### config.mk
export PLATFORM = sky130hd
export DESIGN_NAME = thermal_measure_unit
export DESIGN_NICKNAME = d
export VERILOG_FILES = /design/src/design/thermal_measure_pkg.sv /design/src/design/thermal_measure_unit.sv
export SDC_FILE = /design/constraint.sdc
export NUM_CORES = 1
export LEC_CHECK = 0
export ABC_AREA = 1
export BUFFER_PORTS_ARGS = -buffer_cell sky130_fd_sc_hd__buf_2
export CORE_ASPECT_RATIO = 1.5
export CORE_MARGIN = 2
export CORE_UTILIZATION = 45
export CTS_CLUSTER_DIAMETER = 50
export DETAILED_ROUTE_END_ITERATION = 10
export PLACE_DENSITY = 0.64
export SLEW_MARGIN = 20
export SYNTH_ARGS = -nofsm -noshare
export SYNTH_HDL_FRONTEND = slang
export SYNTH_SLANG_ARGS = --single-unit
### constraint.sdc
create_clock -name pclk -period 4.5 [get_ports pclk]
set_input_delay 1.125 -clock pclk [delete_from_list [all_inputs] [get_ports pclk]]
set_output_delay 1.125 -clock pclk [all_outputs]
set_load 0.05 [all_outputs]
### src/design/thermal_measure_pkg.sv
// Constants, register map and carrier types for the thermal measure unit.
// Assumes a 100 MHz pclk and an APB master with 32-bit data.
package thermal_measure_pkg;

  localparam int CLK_PERIOD_NS = 10;
  localparam int SYNC_TIME_NS  = 30;
  localparam int SYNC_CYCLES   = (SYNC_TIME_NS + CLK_PERIOD_NS - 1) / CLK_PERIOD_NS;
  localparam int SYNC_CNT_W    = 4;

  localparam int ADDR_W      = 12;
  localparam int DATA_W      = 32;
  localparam int ADDR_IDX_HI = 9;
  localparam int ADDR_IDX_LO = 2;
  localparam int IDX_W       = 8;

  // Register indices; byte address is four times the index
  localparam logic [IDX_W-1:0] IDX_CTRL_A   = 8'h00;
  localparam logic [IDX_W-1:0] IDX_CTRL_B   = 8'h01;
  localparam logic [IDX_W-1:0] IDX_CTRL_C   = 8'h02;
  localparam logic [IDX_W-1:0] IDX_EVENT    = 8'h03;
  localparam logic [IDX_W-1:0] IDX_IRQ_CLR  = 8'h04;
  localparam logic [IDX_W-1:0] IDX_IRQ_SET  = 8'h05;
  localparam logic [IDX_W-1:0] IDX_IRQ_FLAG = 8'h06;
  localparam logic [IDX_W-1:0] IDX_STATUS   = 8'h07;
  localparam logic [IDX_W-1:0] IDX_SYNC     = 8'h08;
  localparam logic [IDX_W-1:0] IDX_VALUE    = 8'h0C;
  localparam logic [IDX_W-1:0] IDX_LOWER    = 8'h10;
  localparam logic [IDX_W-1:0] IDX_UPPER    = 8'h14;
  localparam logic [IDX_W-1:0] IDX_GAIN     = 8'h18;
  localparam logic [IDX_W-1:0] IDX_OFFSET   = 8'h1C;
  localparam logic [IDX_W-1:0] IDX_CAL      = 8'h20;
  localparam logic [IDX_W-1:0] IDX_DEBUG    = 8'h24;

  // Field positions
  localparam int CA_SOFT_RESET    = 0;
  localparam int CA_ENABLE   = 1;
  localparam int CA_STBY_RUN = 6;
  localparam int CB_START    = 0;
  localparam int CC_WIN_LO   = 0;
  localparam int CC_CONTINUOUS_MODE  = 4;
  localparam int EV_START_EN = 0;
  localparam int EV_INVERT   = 1;
  localparam int EV_WIN_OUT  = 2;
  localparam int FL_RDY      = 0;
  localparam int FL_OVERRUN  = 1;
  localparam int FL_WIN      = 2;
  localparam int FL_OVF      = 3;
  localparam int FLAG_W      = 4;
  localparam int SB_SOFT_RESET    = 0;
  localparam int SB_ENABLE   = 1;
  localparam int CAL_FCAL_LO = 0;
  localparam int CAL_TCAL_LO = 8;
  localparam int CAL_W       = 6;
  localparam int DBG_RUN     = 0;

  localparam int VALUE_W  = 24;
  localparam int RESULT_W = 16;
  localparam int WIN_W    = 3;

  localparam logic [VALUE_W-1:0] VALUE_RST = 24'h00_0000;
  localparam logic [FLAG_W-1:0]  FLAG_RST  = 4'h0;
  localparam logic [DATA_W-1:0]  DATA_ZERO = 32'h0000_0000;

  localparam logic [WIN_W-1:0] WM_OFF        = 3'h0;
  localparam logic [WIN_W-1:0] WM_ABOVE      = 3'h1;
  localparam logic [WIN_W-1:0] WM_BELOW      = 3'h2;
  localparam logic [WIN_W-1:0] WM_INSIDE     = 3'h3;
  localparam logic [WIN_W-1:0] WM_OUTSIDE    = 3'h4;
  localparam logic [WIN_W-1:0] WM_HYST_ABOVE = 3'h5;
  localparam logic [WIN_W-1:0] WM_HYST_BELOW = 3'h6;

  typedef enum logic [1:0] {ST_IDLE, ST_MIN, ST_MAX, ST_STORE} meas_state_e;

  typedef struct packed {
    logic              psel;
    logic              penable;
    logic              pwrite;
    logic [ADDR_W-1:0] paddr;
    logic [DATA_W-1:0] pwdata;
  } apb_req_s;

  typedef struct packed {
    logic              pready;
    logic              pslverr;
    logic [DATA_W-1:0] prdata;
  } apb_rsp_s;

endpackage

### src/design/thermal_measure_unit.sv
// Thermal measure unit: oscillator counting, scaling, window monitor, flags, APB slave.
// Assumes one clock pclk; oscillator and start event arrive asynchronously.
`timescale 1ns/1ps
module thermal_measure_unit (
  input  wire logic                         pclk,
  input  wire logic                         presetn,
  input  wire logic                         clk_en,
  input  wire thermal_measure_pkg::apb_req_s apb_req,
  output      thermal_measure_pkg::apb_rsp_s apb_rsp,
  input  wire logic                         temp_dependent_oscillator,
  input  wire logic                         start_event_in,
  input  wire logic                         standby_sleep,
  input  wire logic                         debug_halt,
  output      logic                         osc_config_max,
  output      logic                         irq,
  output      logic                         dma_req,
  output      logic                         window_event
);
  import thermal_measure_pkg::*;

  apb_rsp_s                   rsp_r;
  logic                       access;
  logic                       done;
  logic                       wr;
  logic                       rd;
  logic [IDX_W-1:0]           idx;
  logic                       mapped;
  logic                       err_nxt;
  logic [DATA_W-1:0]          rdata_nxt;
  logic [DATA_W-1:0]          wd;
  logic                       wr_ok;

  logic                       enable_wr_r;
  logic                       enable_r;
  logic                       sb_enable_r;
  logic                       sb_soft_reset_r;
  logic [SYNC_CNT_W-1:0]      sync_cnt_r;
  logic                       sync_fire;
  logic                       soft_rst;
  logic                       prot_ok;

  logic                       standby_run_r;
  logic                       continuous_mode_r;
  logic [WIN_W-1:0]           window_select_r;
  logic                       start_event_in_en_r;
  logic                       start_event_invert_r;
  logic                       window_event_out_en_r;
  logic [FLAG_W-1:0]          irq_enable_r;
  logic [FLAG_W-1:0]          irq_flags_r;
  logic [VALUE_W-1:0]         lower_threshold_r;
  logic [VALUE_W-1:0]         upper_threshold_r;
  logic [VALUE_W-1:0]         gain_r;
  logic [VALUE_W-1:0]         offset_r;
  logic [CAL_W-1:0]           fcal_r;
  logic [CAL_W-1:0]           tcal_r;
  logic                       debug_run_r;
  logic [VALUE_W-1:0]         value_r;
  logic                       status_ovf_r;
  logic                       unread_r;
  logic                       hyst_r;

  logic                       osc_s1_r;
  logic                       osc_s2_r;
  logic                       osc_s3_r;
  logic                       osc_edge;
  logic                       ev_s1_r;
  logic                       ev_s2_r;
  logic                       ev_s3_r;
  logic                       ev_edge;

  meas_state_e                state_r;
  logic [VALUE_W-1:0]         phase_cnt_r;
  logic signed [VALUE_W-1:0]  diff_r;
  logic                       phase_end;
  logic                       run_ok;
  logic                       start_req;
  logic signed [VALUE_W:0]    sum_w;
  logic signed [VALUE_W-1:0]  res;
  logic                       too_wide;
  logic signed [VALUE_W-1:0]  lo_s;
  logic signed [VALUE_W-1:0]  up_s;
  logic                       win_match;
  logic                       store;

  // APB decode
  assign access = apb_req.psel & apb_req.penable;
  assign done   = access & rsp_r.pready;
  assign wd     = apb_req.pwdata;
  assign idx    = apb_req.paddr[ADDR_IDX_HI:ADDR_IDX_LO];
  assign wr     = done & apb_req.pwrite;
  assign wr_ok  = wr & ~rsp_r.pslverr;
  assign rd     = done & ~apb_req.pwrite & ~rsp_r.pslverr;
  assign prot_ok = ~enable_r & ~enable_wr_r;

  always_comb begin
    mapped = (apb_req.paddr[ADDR_W-1:ADDR_IDX_HI+1] == '0);
    case (idx)
      IDX_CTRL_A, IDX_CTRL_B, IDX_CTRL_C, IDX_EVENT, IDX_IRQ_CLR, IDX_IRQ_SET,
      IDX_IRQ_FLAG, IDX_STATUS, IDX_SYNC, IDX_VALUE, IDX_LOWER, IDX_UPPER,
      IDX_GAIN, IDX_OFFSET, IDX_CAL, IDX_DEBUG: mapped = mapped;
      default: mapped = 1'b0;
    endcase
  end

  // Busy control write is refused
  assign err_nxt = ~mapped | (apb_req.pwrite & idx == IDX_CTRL_A & (sb_enable_r | sb_soft_reset_r));

  always_comb begin
    rdata_nxt = DATA_ZERO;
    case (idx)
      IDX_CTRL_A: begin
        rdata_nxt[CA_SOFT_RESET]    = sb_soft_reset_r;
        rdata_nxt[CA_ENABLE]   = enable_wr_r;
        rdata_nxt[CA_STBY_RUN] = standby_run_r;
      end
      IDX_CTRL_C: begin
        rdata_nxt[CC_WIN_LO +: WIN_W] = window_select_r;
        rdata_nxt[CC_CONTINUOUS_MODE]         = continuous_mode_r;
      end
      IDX_EVENT: begin
        rdata_nxt[EV_START_EN] = start_event_in_en_r;
        rdata_nxt[EV_INVERT]   = start_event_invert_r;
        rdata_nxt[EV_WIN_OUT]  = window_event_out_en_r;
      end
      IDX_IRQ_CLR, IDX_IRQ_SET: rdata_nxt[FLAG_W-1:0] = irq_enable_r;
      IDX_IRQ_FLAG: rdata_nxt[FLAG_W-1:0] = irq_flags_r;
      IDX_STATUS: rdata_nxt[0] = status_ovf_r;
      IDX_SYNC: begin
        rdata_nxt[SB_SOFT_RESET]  = sb_soft_reset_r;
        rdata_nxt[SB_ENABLE] = sb_enable_r;
      end
      IDX_VALUE:  rdata_nxt[VALUE_W-1:0] = value_r;
      IDX_LOWER:  rdata_nxt[VALUE_W-1:0] = lower_threshold_r;
      IDX_UPPER:  rdata_nxt[VALUE_W-1:0] = upper_threshold_r;
      IDX_GAIN:   rdata_nxt[VALUE_W-1:0] = gain_r;
      IDX_OFFSET: rdata_nxt[VALUE_W-1:0] = offset_r;
      IDX_CAL: begin
        rdata_nxt[CAL_FCAL_LO +: CAL_W] = fcal_r;
        rdata_nxt[CAL_TCAL_LO +: CAL_W] = tcal_r;
      end
      IDX_DEBUG: rdata_nxt[DBG_RUN] = debug_run_r;
      default: rdata_nxt = DATA_ZERO;
    endcase
  end

  // One wait state; response held in flip-flops
  always_ff @(posedge pclk or negedge presetn) begin
    if (!presetn) begin
      rsp_r <= '0;
    end else if (clk_en) begin
      rsp_r.pready <= access & ~rsp_r.pready;
      if (access & ~rsp_r.pready) begin
        rsp_r.prdata  <= mapped ? rdata_nxt : DATA_ZERO;
        rsp_r.pslverr <= err_nxt;
      end else begin
        rsp_r.prdata  <= DATA_ZERO;
        rsp_r.pslverr <= 1'b0;
      end
    end
  end
  assign apb_rsp = rsp_r;

  // Synchronisation of enable and soft reset
  assign sync_fire = (sb_enable_r | sb_soft_reset_r) & (sync_cnt_r == SYNC_CNT_W'(1));
  assign soft_rst  = sync_fire & sb_soft_reset_r;

  always_ff @(posedge pclk or negedge presetn) begin
    if (!presetn) begin
      enable_wr_r <= 1'b0;
      enable_r    <= 1'b0;
      sb_enable_r <= 1'b0;
      sb_soft_reset_r  <= 1'b0;
      sync_cnt_r  <= '0;
    end else if (clk_en) begin
      if (wr_ok && idx == IDX_CTRL_A) begin
        sync_cnt_r <= SYNC_CNT_W'(SYNC_CYCLES);
        if (wd[CA_SOFT_RESET]) begin
          sb_soft_reset_r <= 1'b1;
        end else begin
          sb_enable_r <= 1'b1;
          enable_wr_r <= wd[CA_ENABLE];
        end
      end else if (sync_cnt_r != '0) begin
        sync_cnt_r <= sync_cnt_r - SYNC_CNT_W'(1);
      end
      if (sync_fire) begin
        sb_enable_r <= 1'b0;
        sb_soft_reset_r  <= 1'b0;
        if (sb_soft_reset_r) begin
          enable_r    <= 1'b0;
          enable_wr_r <= 1'b0;
        end else begin
          enable_r <= enable_wr_r;
        end
      end
    end
  end

  // Enable-protected configuration; soft reset clears these
  always_ff @(posedge pclk or negedge presetn) begin
    if (!presetn) begin
      standby_run_r         <= 1'b0;
      continuous_mode_r     <= 1'b0;
      window_select_r       <= WM_OFF;
      start_event_in_en_r   <= 1'b0;
      start_event_invert_r  <= 1'b0;
      window_event_out_en_r <= 1'b0;
      lower_threshold_r     <= VALUE_RST;
      upper_threshold_r     <= VALUE_RST;
    end else if (clk_en) begin
      if (soft_rst) begin
        standby_run_r         <= 1'b0;
        continuous_mode_r     <= 1'b0;
        window_select_r       <= WM_OFF;
        start_event_in_en_r   <= 1'b0;
        start_event_invert_r  <= 1'b0;
        window_event_out_en_r <= 1'b0;
        lower_threshold_r     <= VALUE_RST;
        upper_threshold_r     <= VALUE_RST;
      end else if (wr_ok && prot_ok) begin
        case (idx)
          IDX_CTRL_A: if (!wd[CA_SOFT_RESET]) standby_run_r <= wd[CA_STBY_RUN];
          IDX_CTRL_C: begin
            continuous_mode_r <= wd[CC_CONTINUOUS_MODE];
            window_select_r   <= wd[CC_WIN_LO +: WIN_W];
          end
          IDX_EVENT: begin
            start_event_in_en_r   <= wd[EV_START_EN];
            start_event_invert_r  <= wd[EV_INVERT];
            window_event_out_en_r <= wd[EV_WIN_OUT];
          end
          IDX_LOWER: lower_threshold_r <= wd[VALUE_W-1:0];
          IDX_UPPER: upper_threshold_r <= wd[VALUE_W-1:0];
          default: ;
        endcase
      end
    end
  end

  // Calibration and debug registers survive soft reset
  always_ff @(posedge pclk or negedge presetn) begin
    if (!presetn) begin
      gain_r      <= VALUE_RST;
      offset_r    <= VALUE_RST;
      fcal_r      <= '0;
      tcal_r      <= '0;
      debug_run_r <= 1'b0;
    end else if (clk_en && wr_ok) begin
      if (prot_ok) begin
        case (idx)
          IDX_GAIN:   gain_r <= wd[VALUE_W-1:0];
          IDX_OFFSET: offset_r <= wd[VALUE_W-1:0];
          IDX_CAL: begin
            fcal_r <= wd[CAL_FCAL_LO +: CAL_W];
            tcal_r <= wd[CAL_TCAL_LO +: CAL_W];
          end
          default: ;
        endcase
      end
      if (idx == IDX_DEBUG) debug_run_r <= wd[DBG_RUN];
    end
  end

  // Input synchronisers and edge detection
  always_ff @(posedge pclk or negedge presetn) begin
    if (!presetn) begin
      osc_s1_r <= 1'b0;
      osc_s2_r <= 1'b0;
      osc_s3_r <= 1'b0;
      ev_s1_r  <= 1'b0;
      ev_s2_r  <= 1'b0;
      ev_s3_r  <= 1'b0;
    end else if (clk_en) begin
      osc_s1_r <= temp_dependent_oscillator;
      osc_s2_r <= osc_s1_r;
      osc_s3_r <= osc_s2_r;
      ev_s1_r  <= start_event_in;
      ev_s2_r  <= ev_s1_r;
      ev_s3_r  <= ev_s2_r;
    end
  end
  assign osc_edge = osc_s2_r & ~osc_s3_r;
  assign ev_edge  = start_event_invert_r ? (~ev_s2_r & ev_s3_r) : (ev_s2_r & ~ev_s3_r);

  // Measurement sequencing
  assign run_ok = enable_r & ~(standby_sleep & ~standby_run_r)
                & ~(debug_halt & ~debug_run_r);
  assign start_req = (wr_ok & idx == IDX_CTRL_B & wd[CB_START])
                   | (ev_edge & start_event_in_en_r)
                   | continuous_mode_r;
  assign phase_end = (phase_cnt_r + VALUE_W'(1)) >= gain_r;
  assign store     = (state_r == ST_STORE);

  always_ff @(posedge pclk or negedge presetn) begin
    if (!presetn) begin
      state_r     <= ST_IDLE;
      phase_cnt_r <= '0;
      diff_r      <= '0;
      osc_config_max <= 1'b0;
    end else if (clk_en) begin
      if (!enable_r || soft_rst) begin
        state_r        <= ST_IDLE;
        osc_config_max <= 1'b0;
      end else begin
        case (state_r)
          ST_IDLE: if (start_req && run_ok) begin
            state_r        <= ST_MIN;
            phase_cnt_r    <= '0;
            diff_r         <= '0;
            osc_config_max <= 1'b0;
          end
          ST_MIN: begin
            if (osc_edge) diff_r <= diff_r + VALUE_W'(1);
            phase_cnt_r <= phase_cnt_r + VALUE_W'(1);
            if (phase_end) begin
              state_r        <= ST_MAX;
              phase_cnt_r    <= '0;
              osc_config_max <= 1'b1;
            end
          end
          ST_MAX: begin
            if (osc_edge) diff_r <= diff_r - VALUE_W'(1);
            phase_cnt_r <= phase_cnt_r + VALUE_W'(1);
            if (phase_end) begin
              state_r        <= ST_STORE;
              osc_config_max <= 1'b0;
            end
          end
          ST_STORE: begin
            if (continuous_mode_r && run_ok) begin
              state_r     <= ST_MIN;
              phase_cnt_r <= '0;
              diff_r      <= '0;
            end else begin
              state_r <= ST_IDLE;
            end
          end
          default: state_r <= ST_IDLE;
        endcase
      end
    end
  end

  // Scaling, range check and window comparison
  assign sum_w    = {offset_r[VALUE_W-1], offset_r} + {diff_r[VALUE_W-1], diff_r};
  assign res      = sum_w[VALUE_W-1:0];
  assign too_wide = (sum_w[VALUE_W:RESULT_W-1] != '0)
                  && (sum_w[VALUE_W:RESULT_W-1] != '1);
  assign lo_s     = lower_threshold_r;
  assign up_s     = upper_threshold_r;

  always_comb begin
    case (window_select_r)
      WM_ABOVE:      win_match = res > lo_s;
      WM_BELOW:      win_match = res < up_s;
      WM_INSIDE:     win_match = (res > lo_s) && (res < up_s);
      WM_OUTSIDE:    win_match = (res < lo_s) || (res > up_s);
      WM_HYST_ABOVE: win_match = hyst_r ? (res > lo_s) : (res > up_s);
      WM_HYST_BELOW: win_match = hyst_r ? (res < up_s) : (res < lo_s);
      default:       win_match = 1'b0;
    endcase
  end

  // Result, flags, interrupt enables and outputs
  always_ff @(posedge pclk or negedge presetn) begin
    if (!presetn) begin
      value_r      <= VALUE_RST;
      status_ovf_r <= 1'b0;
      unread_r     <= 1'b0;
      hyst_r       <= 1'b0;
      irq_flags_r  <= FLAG_RST;
      irq_enable_r <= FLAG_RST;
      irq          <= 1'b0;
      dma_req      <= 1'b0;
      window_event <= 1'b0;
    end else if (clk_en) begin
      if (soft_rst) begin
        value_r      <= VALUE_RST;
        status_ovf_r <= 1'b0;
        unread_r     <= 1'b0;
        hyst_r       <= 1'b0;
        irq_flags_r  <= FLAG_RST;
        irq_enable_r <= FLAG_RST;
        irq          <= 1'b0;
        dma_req      <= 1'b0;
        window_event <= 1'b0;
      end else begin
        if (wr_ok && idx == IDX_IRQ_SET) irq_enable_r <= irq_enable_r | wd[FLAG_W-1:0];
        if (wr_ok && idx == IDX_IRQ_CLR) irq_enable_r <= irq_enable_r & ~wd[FLAG_W-1:0];
        irq_flags_r <= (irq_flags_r & ~((wr_ok && idx == IDX_IRQ_FLAG) ? wd[FLAG_W-1:0] : FLAG_RST))
                     | ({FLAG_W{store}} & {too_wide, win_match, unread_r, 1'b1});
        if (store) begin
          value_r      <= res;
          status_ovf_r <= too_wide;
          hyst_r       <= win_match;
        end
        unread_r     <= store | (unread_r & ~(rd && idx == IDX_VALUE));
        dma_req      <= store | (dma_req & ~(rd && idx == IDX_VALUE));
        irq          <= |(irq_flags_r & irq_enable_r);
        window_event <= store & win_match & window_event_out_en_r;
      end
    end
  end

endmodule

# Word-level counts from Yosys, hierarchy flattened
# Index checks and enable logic that the tools add are counted.
[totals] output_inout_bits=38 inputBits=54 ff_bits=254
[op_classes] n_eq_ne=35 muxes=88 order_cmp=5 n_bitwise=55 addsub=5 reduce_logical=54
[ops] operator="24-bit 2-to-1 mux" count=14
[ops] operator="24-bit one-hot mux with 4 select lines" count=2
[ops] operator="10-bit one-hot mux with 5 select lines" count=1
[ops] operator="24-bit greater-than comparator" count=2
[ops] operator="24-bit less-than comparator" count=2
[ops] operator="1-bit 2-to-1 mux" count=44
[ops] operator="6-bit one-hot mux with 6 select lines" count=1
[ops] operator="33-bit 2-to-1 mux" count=1
[ops] operator="8-bit by 3-bit equality test with 1-bit output, second input constant" count=4
[ops] operator="8-bit by 5-bit equality test with 1-bit output, second input constant" count=4
[ops] operator="4-bit 2-to-1 mux" count=7
[ops] operator="3-bit AND reduction" count=9
[ops] operator="1-bit AND" count=26
[ops] operator="24-bit by 24-bit adder with 25-bit output" count=1
[ops] operator="24-bit by 1-bit adder with 24-bit output, second input constant" count=1
[ops] operator="24-bit by 2-bit adder with 24-bit output, second input constant" count=1
[ops] operator="24-bit greater-or-equal comparator" count=1
[ops] operator="24-bit by 2-bit subtractor with 24-bit output, second input constant" count=1
[ops] operator="2-bit nonzero test" count=10
[ops] operator="1-bit one-hot mux with 6 select lines" count=3
[ops] operator="4-bit AND" count=4
[ops] operator="8-bit by 2-bit equality test with 1-bit output, second input constant" count=2
[ops] operator="8-bit by 4-bit equality test with 1-bit output, second input constant" count=2
[ops] operator="8-bit by 6-bit equality test with 1-bit output, second input constant" count=2
[ops] operator="41 further kinds" count=97

# Logic depth before layout (Yosys ltp)
# Gate-level depths: netlist of run 1.
[logic_depth] depth_word=12 mapped_depth=27 mapped_depth_nobuf=27

# Least setup slack after synthesis of run 1
# No wires, ideal clock.
[synth_timing] kind="reg-to-reg" start="reg phase_cnt_r[0]" end="reg phase_cnt_r[15]" arrival_ps=3004 slack_ps=1372 stages_incl_launch_ff=21 synth_period_minus_slack_ps=3128 cell_sequence="dfrtp_1 ha_1 nand3_1 inv_1 nand4_1 nor4_2 nand3_1 xor2_1 inv_1 ha_1 nand2_1 inv_1 nand3_1 nor3_1 nand2_1 a21oi_1 nor2_1 a21o_1 buf_1 nand3_1 o21ai_1"
[synth_between] elab_chain_len=4
[synth_rtl] item="from (decl)" line_no="thermal_measure_unit.sv:72" source="logic [VALUE_W-1:0] phase_cnt_r;"
[synth_rtl] item="from (signal assigned)" line_no="thermal_measure_unit.sv:314" source="phase_cnt_r <= phase_cnt_r + VALUE_W'(1);"
[synth_rtl] item="from (signal assigned)" line_no="thermal_measure_unit.sv:323" source="phase_cnt_r <= phase_cnt_r + VALUE_W'(1);"
[synth_rtl] item="24-bit by 1-bit adder with 24-bit output *" line_no="thermal_measure_unit.sv:291, thermal_measure_unit.sv:314, thermal_measure_unit.sv:323"
[synth_rtl] item="24-bit greater-or-equal comparator" line_no="thermal_measure_unit.sv:291" source="assign phase_end = (phase_cnt_r + VALUE_W'(1)) >= gain_r;"
[synth_rtl] item="24-bit 2-to-1 mux" line_no="thermal_measure_unit.sv:315" source="if (phase_end) begin"
[synth_rtl] item="24-bit one-hot mux with 4 select lines *" line_no="thermal_measure_unit.sv:305" source="case (state_r)"
# Every way passes the cells marked *; elsewhere a longest branch is shown, timed or not.
# A chain may end at the register's enable or synchronous reset.

# Worst setup path in the final report of run 1
[layout_timing] start="reg diff_r[0]" end="reg hyst_r"
[layout_between] elab_chain_len=6 elab_cells_between_ends=12
[layout_rtl] item="from (decl)" line_no="thermal_measure_unit.sv:73" source="logic signed [VALUE_W-1:0] diff_r;"
[layout_rtl] item="from (signal assigned)" line_no="thermal_measure_unit.sv:313" source="if (osc_edge) diff_r <= diff_r + VALUE_W'(1);"
[layout_rtl] item="from (signal assigned)" line_no="thermal_measure_unit.sv:322" source="if (osc_edge) diff_r <= diff_r - VALUE_W'(1);"
[layout_rtl] item="24-bit by 24-bit adder with 25-bit output *" line_no="thermal_measure_unit.sv:345" source="assign sum_w = {offset_r[VALUE_W-1], offset_r} + {diff_r[VALUE_W-1], diff_r};"
[layout_rtl] item="24-bit less-than comparator, or another cell as far along" line_no="thermal_measure_unit.sv:357, thermal_measure_unit.sv:359"
[layout_rtl] item="1-bit 2-to-1 mux, or another cell as far along" line_no="thermal_measure_unit.sv:359" source="WM_HYST_BELOW: win_match = hyst_r ? (res < up_s) : (res < lo_s);"
[layout_rtl] item="1-bit one-hot mux with 6 select lines *" line_no="thermal_measure_unit.sv:353" source="case (window_select_r)"
[layout_rtl] item="1-bit 2-to-1 mux *" line_no="thermal_measure_unit.sv:392" source="if (store) begin"
[layout_rtl] item="1-bit 2-to-1 mux *" line_no="thermal_measure_unit.sv:377" source="if (soft_rst) begin"
[layout_rtl] item="to (signal assigned)" line_no="thermal_measure_unit.sv:395" source="hyst_r <= win_match;"
[layout_rtl] item="to (decl)" line_no="thermal_measure_unit.sv:60" source="logic hyst_r;"
# Every way passes the cells marked *; elsewhere a longest branch is shown, timed or not. The select of a mux whose other input is x is not followed.

==> metrics.txt, run 1 <==
commonest non-fill, non-tap cells in the layout=nand2_1 (643), inv_1 (321), dfrtp_1 (246); core area=35,800 um^2; met1 wire length=between 15 and 20 mm; I/O pin total=92; DRC=0; final hold viol count=0; Synth area leader=dfrtp_1; power per standard cell area=789 nW/um^2; pin count of the biggest net entering global routing=101; HP Class=flop to flop; r2r endpoint=hyst_r; Leak=9.20 nW; maximum vdd drop=0.503 mV; final period demand of the worst path=around 4000 ps; CP max stage delay=460 ps; total negative setup slack=0 ps; slowest cell on the critical path=dfrtp_1; DRT antenna net count=0; Worst Reg-to-Reg Cells=24; fillers=about 3,500; Met2 Wirelength=25.7 mm; ys flop type=dfrtp_1; Crit path max-delay family=simple AND/OR/NAND/NOR gates; Starting DRT DRC Count=1,129; crit-path cells=ha_1, inv_1, fa_1, inv_1, nand3_1, nand2_1, nand4_1, nand3_1, nand2_1, nand2_1, inv_1, ha_1, nand2_1, nor2_1, nand4_1, nor2_1, nand2_1, nand4_1, nand2_1, nand2_1, nand2_1, a21oi_1, nand2_1, o21ai_0; Cell Count, Final, Fillers Out=2,782; top cell type's share of synthesized area=37.7%; area delta synth->final=10.8%; Hold Path Origin=osc_config_max; setup violators final=0; Peak Freq=0.250 GHz; Min-Delay Endpoint=osc_config_max; first-pass GRT wire length=79.2 mm; post-CTS setup buffer count=0; hold-critical path depth=2; clk buf depth=3; worst skew pair latency=570 ps; register area=~6200 um^2; register area share after synthesis=37.7%; Synth Register Bits=246; Starting Density=45.5%; CTS tree=yes; CP Class=flop to flop; Die Y=237 um; DP Worst Slack=522 ps; DR vias/cell=5.39; setup ws final=499 ps; final worst-path cycle share=88.9%; max-slew violations=0; Hold Buf Count CTS=0; initial antenna violation count=0; RSZ-0062 raised after global routing=no; Total Wirelength=49.8 mm; wire per inst=17.9 um; ANT cells=0; top sig layer=met4; syn avg cell area=approximately 7.4 um^2; DR vias=approximately 15,000; GP Congestion=0.898; vias in the first global route=14,636; Tightest Pin Transition=846 ps; clk slew on worst S/H paths=60 ps; area of the multi-input gates=8590 um^2; Crit path top cell by count=nand2_1; maximum fanout along the worst path=5; PortBufs=73; synth top area cells=dfrtp_1 (38%), nand2_1 (15%), ha_1 (9.7%); r2r startpoint=diff_r[0]; nets=2,467; Synth Cell Area=16,300 um^2; status=finished clean; Buffers & Inverters on Critical Path=3; relative slew slack=43.6%; placed insts=2,733; Reg2Reg Setup Slack=500 ps; Total Power=14.3 mW; EDFF count, synth=0; share of layout cells above drive strength 1=8.38%; Async S/R FF share, synth=100%; Root Buffer=clkbuf_16; Tot GR Track Use=26.4%; die area=37,800 um^2; Critical Path Sink Type=flop; WL met3=2.48 mm; DRT Pass-1 Iters=7; most common cell after layout, fill and taps aside=nand2_1; clk_skew=26.7 ps; Worst EP arrival=4450 ps; cts bufs inserted=28; H-tree levels=1; GR Overflow Total=0; CP startpoint kind=flop; Synth Warn #=0; FP Rows=85; hpwl dp=38.7 mm; maxcap violations=0; Gate Count Post-Synth=2,212; Die Span X=around 160 um; worst endpoint required time=slightly below 5000 ps; clk sinks=246; Cell variety after synth=55; post-CTS resize count=0
==> cell type report <==
class                      instances  area share [%]
sequential                       246            34.0
inverter                         332            6.90
timing repair buffer             100            3.40
clock buffer                      40            4.51
clock inverter                     9           0.380
tap                              478            3.31
multi-input combinational       1577            47.5
==> synthesized netlist by cell type (4+ instances only) <==
cell type	number
o21ai_2	5
o31ai_1	4
nand2_1	643
inv_2	9
clkbuf_1	30
nand3_1	87
buf_6	5
ha_1	126
nand4_1	31
a21oi_1	92
o221ai_1	10
nor2_2	7
xor2_1	28
nor4_1	11
nor3_1	19
a21o_1	9
a31oi_1	5
nand2_2	5
dfrtp_1	246
o21ai_0	175
o21bai_1	5
o21a_1	4
buf_4	19
xnor2_1	18
nand3b_1	4
a22o_1	7
o22ai_2	7
inv_1	321
o22ai_1	51
a211oi_1	19
nor2_1	124
buf_2	7
o21ai_1	47
nor2_4	4
==> logic make-up after synthesis <==
logic type / Yosys count / share of synthesized area, %
compound gates: 451 / 16.0
flops: 246 / 37.7
xor+xnor: 46 / 2.47
buf+inv: 396 / 9.85
fa+ha+maj: 128 / 9.91
simple gates: 944 / 24.0
other cells: 1 / 0.0230
==> power breakdown <==
group	internal (mW)	total (mW)	switching, mW
Clock	1.26	2.21	0.950
Combinational	3.22	9.17	5.96
Sequential	2.58	2.89	0.310
Total	7.05	14.3	7.22
==> sequential cells by signal (all words and copies together), names as in the netlist, 2 cells and up <==
register	count
phase_cnt_r	24
value_r	24
fcal_r	6
window_select_r	3
up_s	24
sync_cnt_r	4
diff_r	24
apb_rsp	26
irq_enable_r	4
offset_r	24
state_r	2
irq_flags_r	4
lo_s	24
gain_r	24
tcal_r	6
==> stage by stage <==
step	area (um^2)	hold slack [ps]	utilization, %
6_report	18100	468	50.5
5_1_grt	18100	496	50.5
4_1_cts	18100	474	50.5
3_5_place_dp	17200	458	48.0
3_3_place_gp	17200	456	48.0
2_1_floorplan	16300	442	-
==> layer usage <==
metal	global-route usage, %	vias up
met5	0	-
met4	10.1	0
met3	2.79	84
met2	48.6	437
met1	31.7	7081
li1	-	7386
==> tightest hold or removal path, cell delays in order, from the launching register on <==
cell	delay (ps)
dfrtp_1	340
nand2_1	50
nand2_1	50
==> worst max path at each step <==
stage	from	to	slack, ps	depth (start not counted)
2_1_floorplan	phase_cnt_r[0]	phase_cnt_r[15]	1370	20
3_3_place_gp	phase_cnt_r[0]	phase_cnt_r[15]	590	20
3_5_place_dp	diff_r[0]	hyst_r	520	24
4_1_cts	diff_r[0]	hyst_r	490	24
5_1_grt	diff_r[0]	irq_flags_r[2]	100	24
6_report	diff_r[0]	hyst_r	500	24
(Power assumes the default switching activity.)
==> run 2, diff against run 1 <==
--- a/config.mk
+++ b/config.mk
@@ -12,7 +12,7 @@
 export CORE_UTILIZATION = 45
 export CTS_CLUSTER_DIAMETER = 50
 export DETAILED_ROUTE_END_ITERATION = 10
-export PLACE_DENSITY = 0.64
+export PLACE_DENSITY = 0.6
 export SLEW_MARGIN = 20
 export SYNTH_ARGS = -nofsm -noshare
 export SYNTH_HDL_FRONTEND = slang
==> constraint.sdc (replaced) <==
create_clock -name pclk -period 4.02 [get_ports pclk]
set_input_delay 1.005 -clock pclk [delete_from_list [all_inputs] [get_ports pclk]]
set_output_delay 1.005 -clock pclk [all_outputs]
set_load 0.05 [all_outputs]
==> metrics.txt, run 2 (synthesis gave the netlist of run 1 again) <==
worst endpoint required time=4490 ps (was 4950 ps); DP Worst Slack=198 ps (was 522 ps); Root Buffer=clkbuf_16 (unchanged); CTS tree=yes (unchanged); Hold Buf Count CTS=0 (unchanged); most common cell after layout, fill and taps aside=nand2_1 (unchanged); core area=35,800 um^2 (unchanged); status=finished clean (unchanged); Die Span X=159 um (unchanged); setup ws final=276 ps (was 499 ps); CP max stage delay=440 ps (was 460 ps); HP Class=flop to flop (unchanged); Hold Path Origin=ev_s1_r (was osc_config_max); Starting DRT DRC Count=957 (was 1,129); Worst EP arrival=4210 ps (was 4450 ps); PortBufs=73 (unchanged); area of the multi-input gates=8620 um^2 (was 8590 um^2); max FFs per register=26 (unchanged); area delta synth->final=11.9% (was 10.8%); FP Rows=85 (unchanged); Peak Freq=0.267 GHz (was 0.250 GHz); Critical Path Sink Type=flop (unchanged); clk slew on worst S/H paths=70 ps (was 60 ps); Reg2Reg Setup Slack=280 ps (was 500 ps); share of layout cells above drive strength 1=9.03% (was 8.38%); cts bufs inserted=26 (was 28); clk_skew=14.7 ps (was 26.7 ps); met3 Use GR=2.95% (was 2.79%); initial antenna violation count=0 (unchanged); r2r endpoint=phase_cnt_r[14] (was hyst_r); ANT cells=0 (unchanged); Starting Density=45.5% (unchanged); NetSw=8.11 mW (was 7.22 mW); crit-path cells=nand2_1, nor2_1, nand2_1, nor2_2, nand4_1, nor4_1, nand2_1, xnor2_1, buf_4, ha_1, nand2_1, inv_1, o21ai_0, nand2_1, a21oi_1, buf_4, nand2_1, nor2_1, a21o_1, nand2_2, buf_12, o21ai_0 (was ha_1, inv_1, fa_1, inv_1, nand3_1, nand2_1, nand4_1, nand3_1, nand2_1, nand2_1, inv_1, ha_1, nand2_1, nor2_1, nand4_1, nor2_1, nand2_1, nand4_1, nand2_1, nand2_1, nand2_1, a21oi_1, nand2_1, o21ai_0); total negative setup slack=0 ps (unchanged); maximum fanout along the worst path=12 (was 5); Crit path max-delay family=simple AND/OR/NAND/NOR gates (unchanged); power per standard cell area=893 nW/um^2 (was 789 nW/um^2); maxcap violations=0 (unchanged); Min-Delay Endpoint=ev_s1_r (was osc_config_max); clk buf depth=3 (unchanged); sw frac=49.8% (was 50.6%); power share of the sequential group=19.9% (was 20.2%); nets=2,479 (was 2,467); slowest cell on the critical path=dfrtp_1 (unchanged); die area=37,800 um^2 (unchanged); met1 Use GR=32.1% (was 31.7%); GP Congestion=0.934 (was 0.898); Buffers & Inverters on Critical Path=4 (was 3); hold-critical path depth=2 (unchanged); final worst-path cycle share=93.1% (was 88.9%); fillers=3,585 (was 3,528); DR vias/cell=5.36 (was 5.39); commonest non-fill, non-tap cells in the layout=nand2_1 (643), inv_1 (321), dfrtp_1 (245) (was nand2_1 (643), inv_1 (321), dfrtp_1 (246)); I/O pin total=92 (unchanged); Tot GR Track Use=26.8% (was 26.4%); post-CTS setup buffer count=0 (unchanged); Crit path top cell by count=nand2_1 (unchanged); Leak=9.30 nW (was 9.20 nW); worst skew pair latency=560 ps (was 570 ps); gr busiest metal=met2 (unchanged); CP startpoint kind=flop (unchanged); clk sinks=246 (unchanged); Logic pwr share=64.2% (was 64.3%); Cell Count, Final, Fillers Out=2,792 (was 2,782); DRT Pass-1 Iters=5 (was 7); H-tree levels=1 (unchanged); Die Y=237 um (unchanged); DRT antenna net count=0 (unchanged); internal power=8.18 mW (was 7.05 mW); post-CTS resize count=0 (unchanged); DRC=0 (unchanged); vias in the first global route=14,868 (was 14,636); Total Power=16.3 mW (was 14.3 mW); Worst Reg-to-Reg Cells=22 (was 24); placed insts=2,747 (was 2,733); register area=6160 um^2 (about the same); Clock Power Share=15.9% (was 15.5%); GR Overflow Total=0 (unchanged); pin count of the biggest net entering global routing=94 (was 101); maximum vdd drop=0.602 mV (was 0.503 mV); RSZ-0062 raised after global routing=no (unchanged); CP Class=flop to flop (unchanged); r2r startpoint=phase_cnt_r[6] (was diff_r[0]); relative slew slack=42.2% (was 43.6%); setup violators final=0 (unchanged); final period demand of the worst path=3740 ps (was 4000 ps); first-pass GRT wire length=80.3 mm (was 79.2 mm); hpwl dp=39.7 mm (was 38.7 mm); max-slew violations=0 (unchanged); Total Wirelength=50.6 mm (was 49.8 mm); DR vias=14,974 (was 14,988); final hold viol count=0 (unchanged); met2 usage=49.1% (was 48.6%); Tightest Pin Transition=865 ps (was 846 ps); wire per inst=18.1 um (was 17.9 um)
run 2: cell types whose count changed in the layout (fill, tap and decap cells not counted), sizes merged:
cell / previous run / this run
bufinv: 0 / 5
buf: 100 / 114
clkinv: 7 / 8
inv: 332 / 331
clkinvlp: 2 / 0
clkbuf: 40 / 33
run 2: layout make-up:
| type | count | share of cell area [%] |
|---|---|---|
| clock buffers | 33 | 3.82 |
| clock inverters | 12 | 1.10 |
| inverters | 332 | 6.84 |
| multi-input cells | 1577 | 47.2 |
| flip-flops and latches | 246 | 33.7 |
| well taps | 478 | 3.28 |
| repair buffers | 114 | 4.02 |
run 2: power groups by stage:
stage               registers (mW)  clock network [mW]  logic (mW)
floorplan                     3.20                   0        7.53
global placement              3.26                   0        10.1
detailed placement            3.27                   0        10.4
CTS                           3.23                2.63        10.4
global route                  3.29                2.73        12.0
finish                        3.24                2.59        10.5
run 2: worst reg2reg max path, stage by stage, from the launching register on:
cell and delay (ps):
dfrtp_1 440, nand2_1 70, nor2_1 200, nand2_1 140, nor2_2 160, nand4_1 180, nor4_1 330, nand2_1 120
xnor2_1 140, buf_4 150, ha_1 280, nand2_1 60, inv_1 30, o21ai_0 150, nand2_1 80, a21oi_1 160
buf_4 140, nand2_1 90, nor2_1 160, a21o_1 170, nand2_2 70, buf_12 170, o21ai_0 170
run 2: how the worst max path moves through the flow:
| stage | start | end | slack [ps] | cells past startpoint |
|---|---|---|---|---|
| finish | phase_cnt_r[6] | phase_cnt_r[14] | 280 | 22 |
| global route | phase_cnt_r[0] | state_r[1] | 0.9 | 24 |
| CTS | diff_r[0] | hyst_r | 180 | 24 |
| detailed placement | diff_r[0] | irq_flags_r[2] | 200 | 24 |
| global placement | diff_r[0] | hyst_r | 240 | 19 |
| floorplan | phase_cnt_r[0] | phase_cnt_r[15] | 890 | 20 |
run 2: per-stage QoR:
stage                     instance area [um^2]  util (%)  hold slack (ps)
after floorplan                          16300         -              442
after global placement                   17300      48.3              461
after detailed placement                 17300      48.3              464
after CTS                                18200      50.8              479
after global routing                     18300      50.9              508
final                                    18300      50.9              473
run 2: metal layers:
metal  vias to the layer above  routed length (um)
met3                        87                2340
met2                       369               25900
met4                         0                1800
met5                         -                   0
met1                      7127               20500
li1                       7391                   -
==> run 3, diff against run 2 <==
--- a/config.mk
+++ b/config.mk
@@ -7,11 +7,10 @@
 export LEC_CHECK = 0
 export ABC_AREA = 1
 export BUFFER_PORTS_ARGS = -buffer_cell sky130_fd_sc_hd__buf_2
-export CORE_ASPECT_RATIO = 1.5
 export CORE_MARGIN = 2
 export CORE_UTILIZATION = 45
-export CTS_CLUSTER_DIAMETER = 50
 export DETAILED_ROUTE_END_ITERATION = 10
+export MAX_ROUTING_LAYER = met4
 export PLACE_DENSITY = 0.6
 export SLEW_MARGIN = 20
 export SYNTH_ARGS = -nofsm -noshare
==> metrics.txt, run 3 (synthesis gave the netlist of run 1 again) <==
Root Buffer=clkbuf_16 (unchanged); relative slew slack=37.0% (was 42.2%); Clock Power Share=15.2% (was 15.9%); fillers=3,580 (was 3,585); Peak Freq=0.269 GHz (was 0.267 GHz); nets=2,481 (was 2,479); wire per inst=18.4 um (was 18.1 um); core area=35,700 um^2 (was 35,800 um^2); hpwl dp=39.9 mm (was 39.7 mm); clk sinks=246 (unchanged); die area=37,800 um^2 (about the same); maxcap violations=0 (unchanged); setup violators final=0 (unchanged); maximum fanout along the worst path=4 (was 12); I/O pin total=92 (unchanged); DRC=5 (was 0); met2 usage=45.7% (was 49.1%); vias in the first global route=14,259 (was 14,868); GR Overflow Total=0 (unchanged); placed insts=2,726 (was 2,747); Starting Density=45.8% (was 45.5%); power share of the sequential group=19.2% (was 19.9%); design area=18,200 um^2 (was 18,300 um^2); worst endpoint required time=4500 ps (was 4490 ps); register area=6160 um^2 (unchanged); Tightest Pin Transition=946 ps (was 865 ps); area delta synth->final=11.8% (was 11.9%); DRT antenna net count=0 (unchanged); DR vias/cell=5.36 (about the same); clk slew on worst S/H paths=60 ps (was 70 ps); PortBufs=73 (unchanged); initial antenna violation count=0 (unchanged); final hold viol count=0 (unchanged); violated checks=design-rule violations; commonest non-fill, non-tap cells in the layout=nand2_1 (641), inv_1 (321), dfrtp_1 (245) (was nand2_1 (643), inv_1 (321), dfrtp_1 (245)); DP Area=17,300 um^2 (about the same); Critical Path Sink Type=flop (unchanged); cts bufs inserted=29 (was 26); Cell Count, Final, Fillers Out=2,780 (was 2,792); clk buf depth=3 (unchanged); CTS tree=yes (unchanged); total negative setup slack=0 ps (unchanged); max-slew violations=0 (unchanged); final worst-path cycle share=92.4% (was 93.1%); Logic pwr share=65.6% (was 64.2%); Die Span X=194 um (was 159 um); Die Y=194 um (was 237 um); pin count of the biggest net entering global routing=84 (was 94); met3 Use GR=2.93% (was 2.95%); CP Class=flop to flop (unchanged); Starting DRT DRC Count=996 (was 957); DRT Pass-1 Iters=11 (was 5); power per standard cell area=928 nW/um^2 (was 893 nW/um^2); H-tree levels=1 (unchanged); Leak=9.30 nW (about the same); HP Class=input pin to asynchronous set/reset pin (was flop to flop); Tot GR Track Use=28.0% (was 26.8%); gr busiest metal=met2 (unchanged); Total Wirelength=51.1 mm (was 50.6 mm); Worst EP arrival=4190 ps (was 4210 ps); ANT cells=0 (unchanged); Total Power=16.9 mW (was 16.3 mW); first-pass GRT wire length=80.7 mm (was 80.3 mm); FP Rows=69 (was 85); final core utilization=51.2% (was 50.9%); most common cell after layout, fill and taps aside=nand2_1 (unchanged); internal power=8.33 mW (was 8.18 mW); maximum vdd drop=0.584 mV (was 0.602 mV); DR vias=14,902 (was 14,974); met1 Use GR=37.1% (was 32.1%); clk_skew=9.07 ps (was 14.7 ps); NetSw=8.61 mW (was 8.11 mW); sw frac=50.8% (was 49.8%); share of layout cells above drive strength 1=9.27% (was 9.03%); status=finished, violations left (was finished clean); GP Congestion=0.952 (was 0.934); final period demand of the worst path=3710 ps (was 3740 ps); worst skew pair latency=570 ps (was 560 ps); CP startpoint kind=flop (unchanged); max FFs per register=26 (unchanged); area of the multi-input gates=8650 um^2 (was 8620 um^2)
[run 3: changes by cell type in the layout (fill, tap and decap cells not counted), sizes merged]
| cell | previous run | this run |
|---|---|---|
| clkinvlp | 0 | 1 |
| buf | 114 | 113 |
| clkinv | 8 | 6 |
| clkbuf | 33 | 44 |
| bufinv | 5 | 1 |
[run 3: area by class of cell]
type / count / share of cell area [%]
timing repair buffer: 113 / 3.91
tap: 461 / 3.16
sequential: 246 / 33.7
clock buffer: 44 / 4.56
multi-input combinational: 1577 / 47.4
inverter: 332 / 6.84
clock inverter: 7 / 0.405
[run 3: through the flow]
| step | worst slack, ps | hold slack, ps |
|---|---|---|
| floorplan | 892 | 442 |
| global placement | 135 | 454 |
| detailed placement | 92.2 | 458 |
| CTS | 67.8 | 381 |
| global route | -4.80 | 405 |
| finish | 306 | 367 |
[run 3: worst paths after layout]
check                      startpoint         endpoint  slack (ps)  cells past startpoint
min                           presetn      apb_rsp[21]         370                      1
min reg2reg                   ev_s1_r          ev_s1_r         470                      2
max in group asynchronous     presetn  phase_cnt_r[17]        2800                      2
min in group pclk             ev_s1_r          ev_s1_r         470                      2
max                         diff_r[0]           hyst_r         310                     23
max reg2reg                 diff_r[0]           hyst_r         310                     23
[run 3: power groups by stage]
stage	registers (mW)	clock network, mW	logic (mW)
global placement	3.28	0	10.6
detailed placement	3.29	0	10.8
finish	3.26	2.57	11.1
CTS	3.26	2.61	10.9
floorplan	3.20	0	7.53
global route	3.30	2.72	12.5
[run 3: per-layer routing]
layer / up-vias / part of all wire (%)
li1: 7412 / -
met1: 7034 / 45
met2: 388 / 47
met3: 68 / 4.8
met4: 0 / 2.9
met5: - / 0
[run 3: what timing repair did]
item	CTS	global route
setup buffers	0	3
gates resized for setup	0	15
hold buffers	0	0
setup endpoints to repair	0	27
[run 3: critical path: stages, from the launching register on]
cell,delay [ps]
dfrtp_2,370
ha_2,220
inv_1,60
fa_1,420
inv_1,130
nand3_1,80
nand2_1,130
nand2_1,60
nand2_1,130
a21oi_1,110
xnor2_1,420
ha_1,190
nand2_1,40
nor2_1,140
nand4_1,170
nor2_1,130
nand2_1,90
nand3_1,70
nand2_1,50
nand2_1,120
nand2_1,70
a21oi_1,160
nand2_1,150
o21ai_0,100
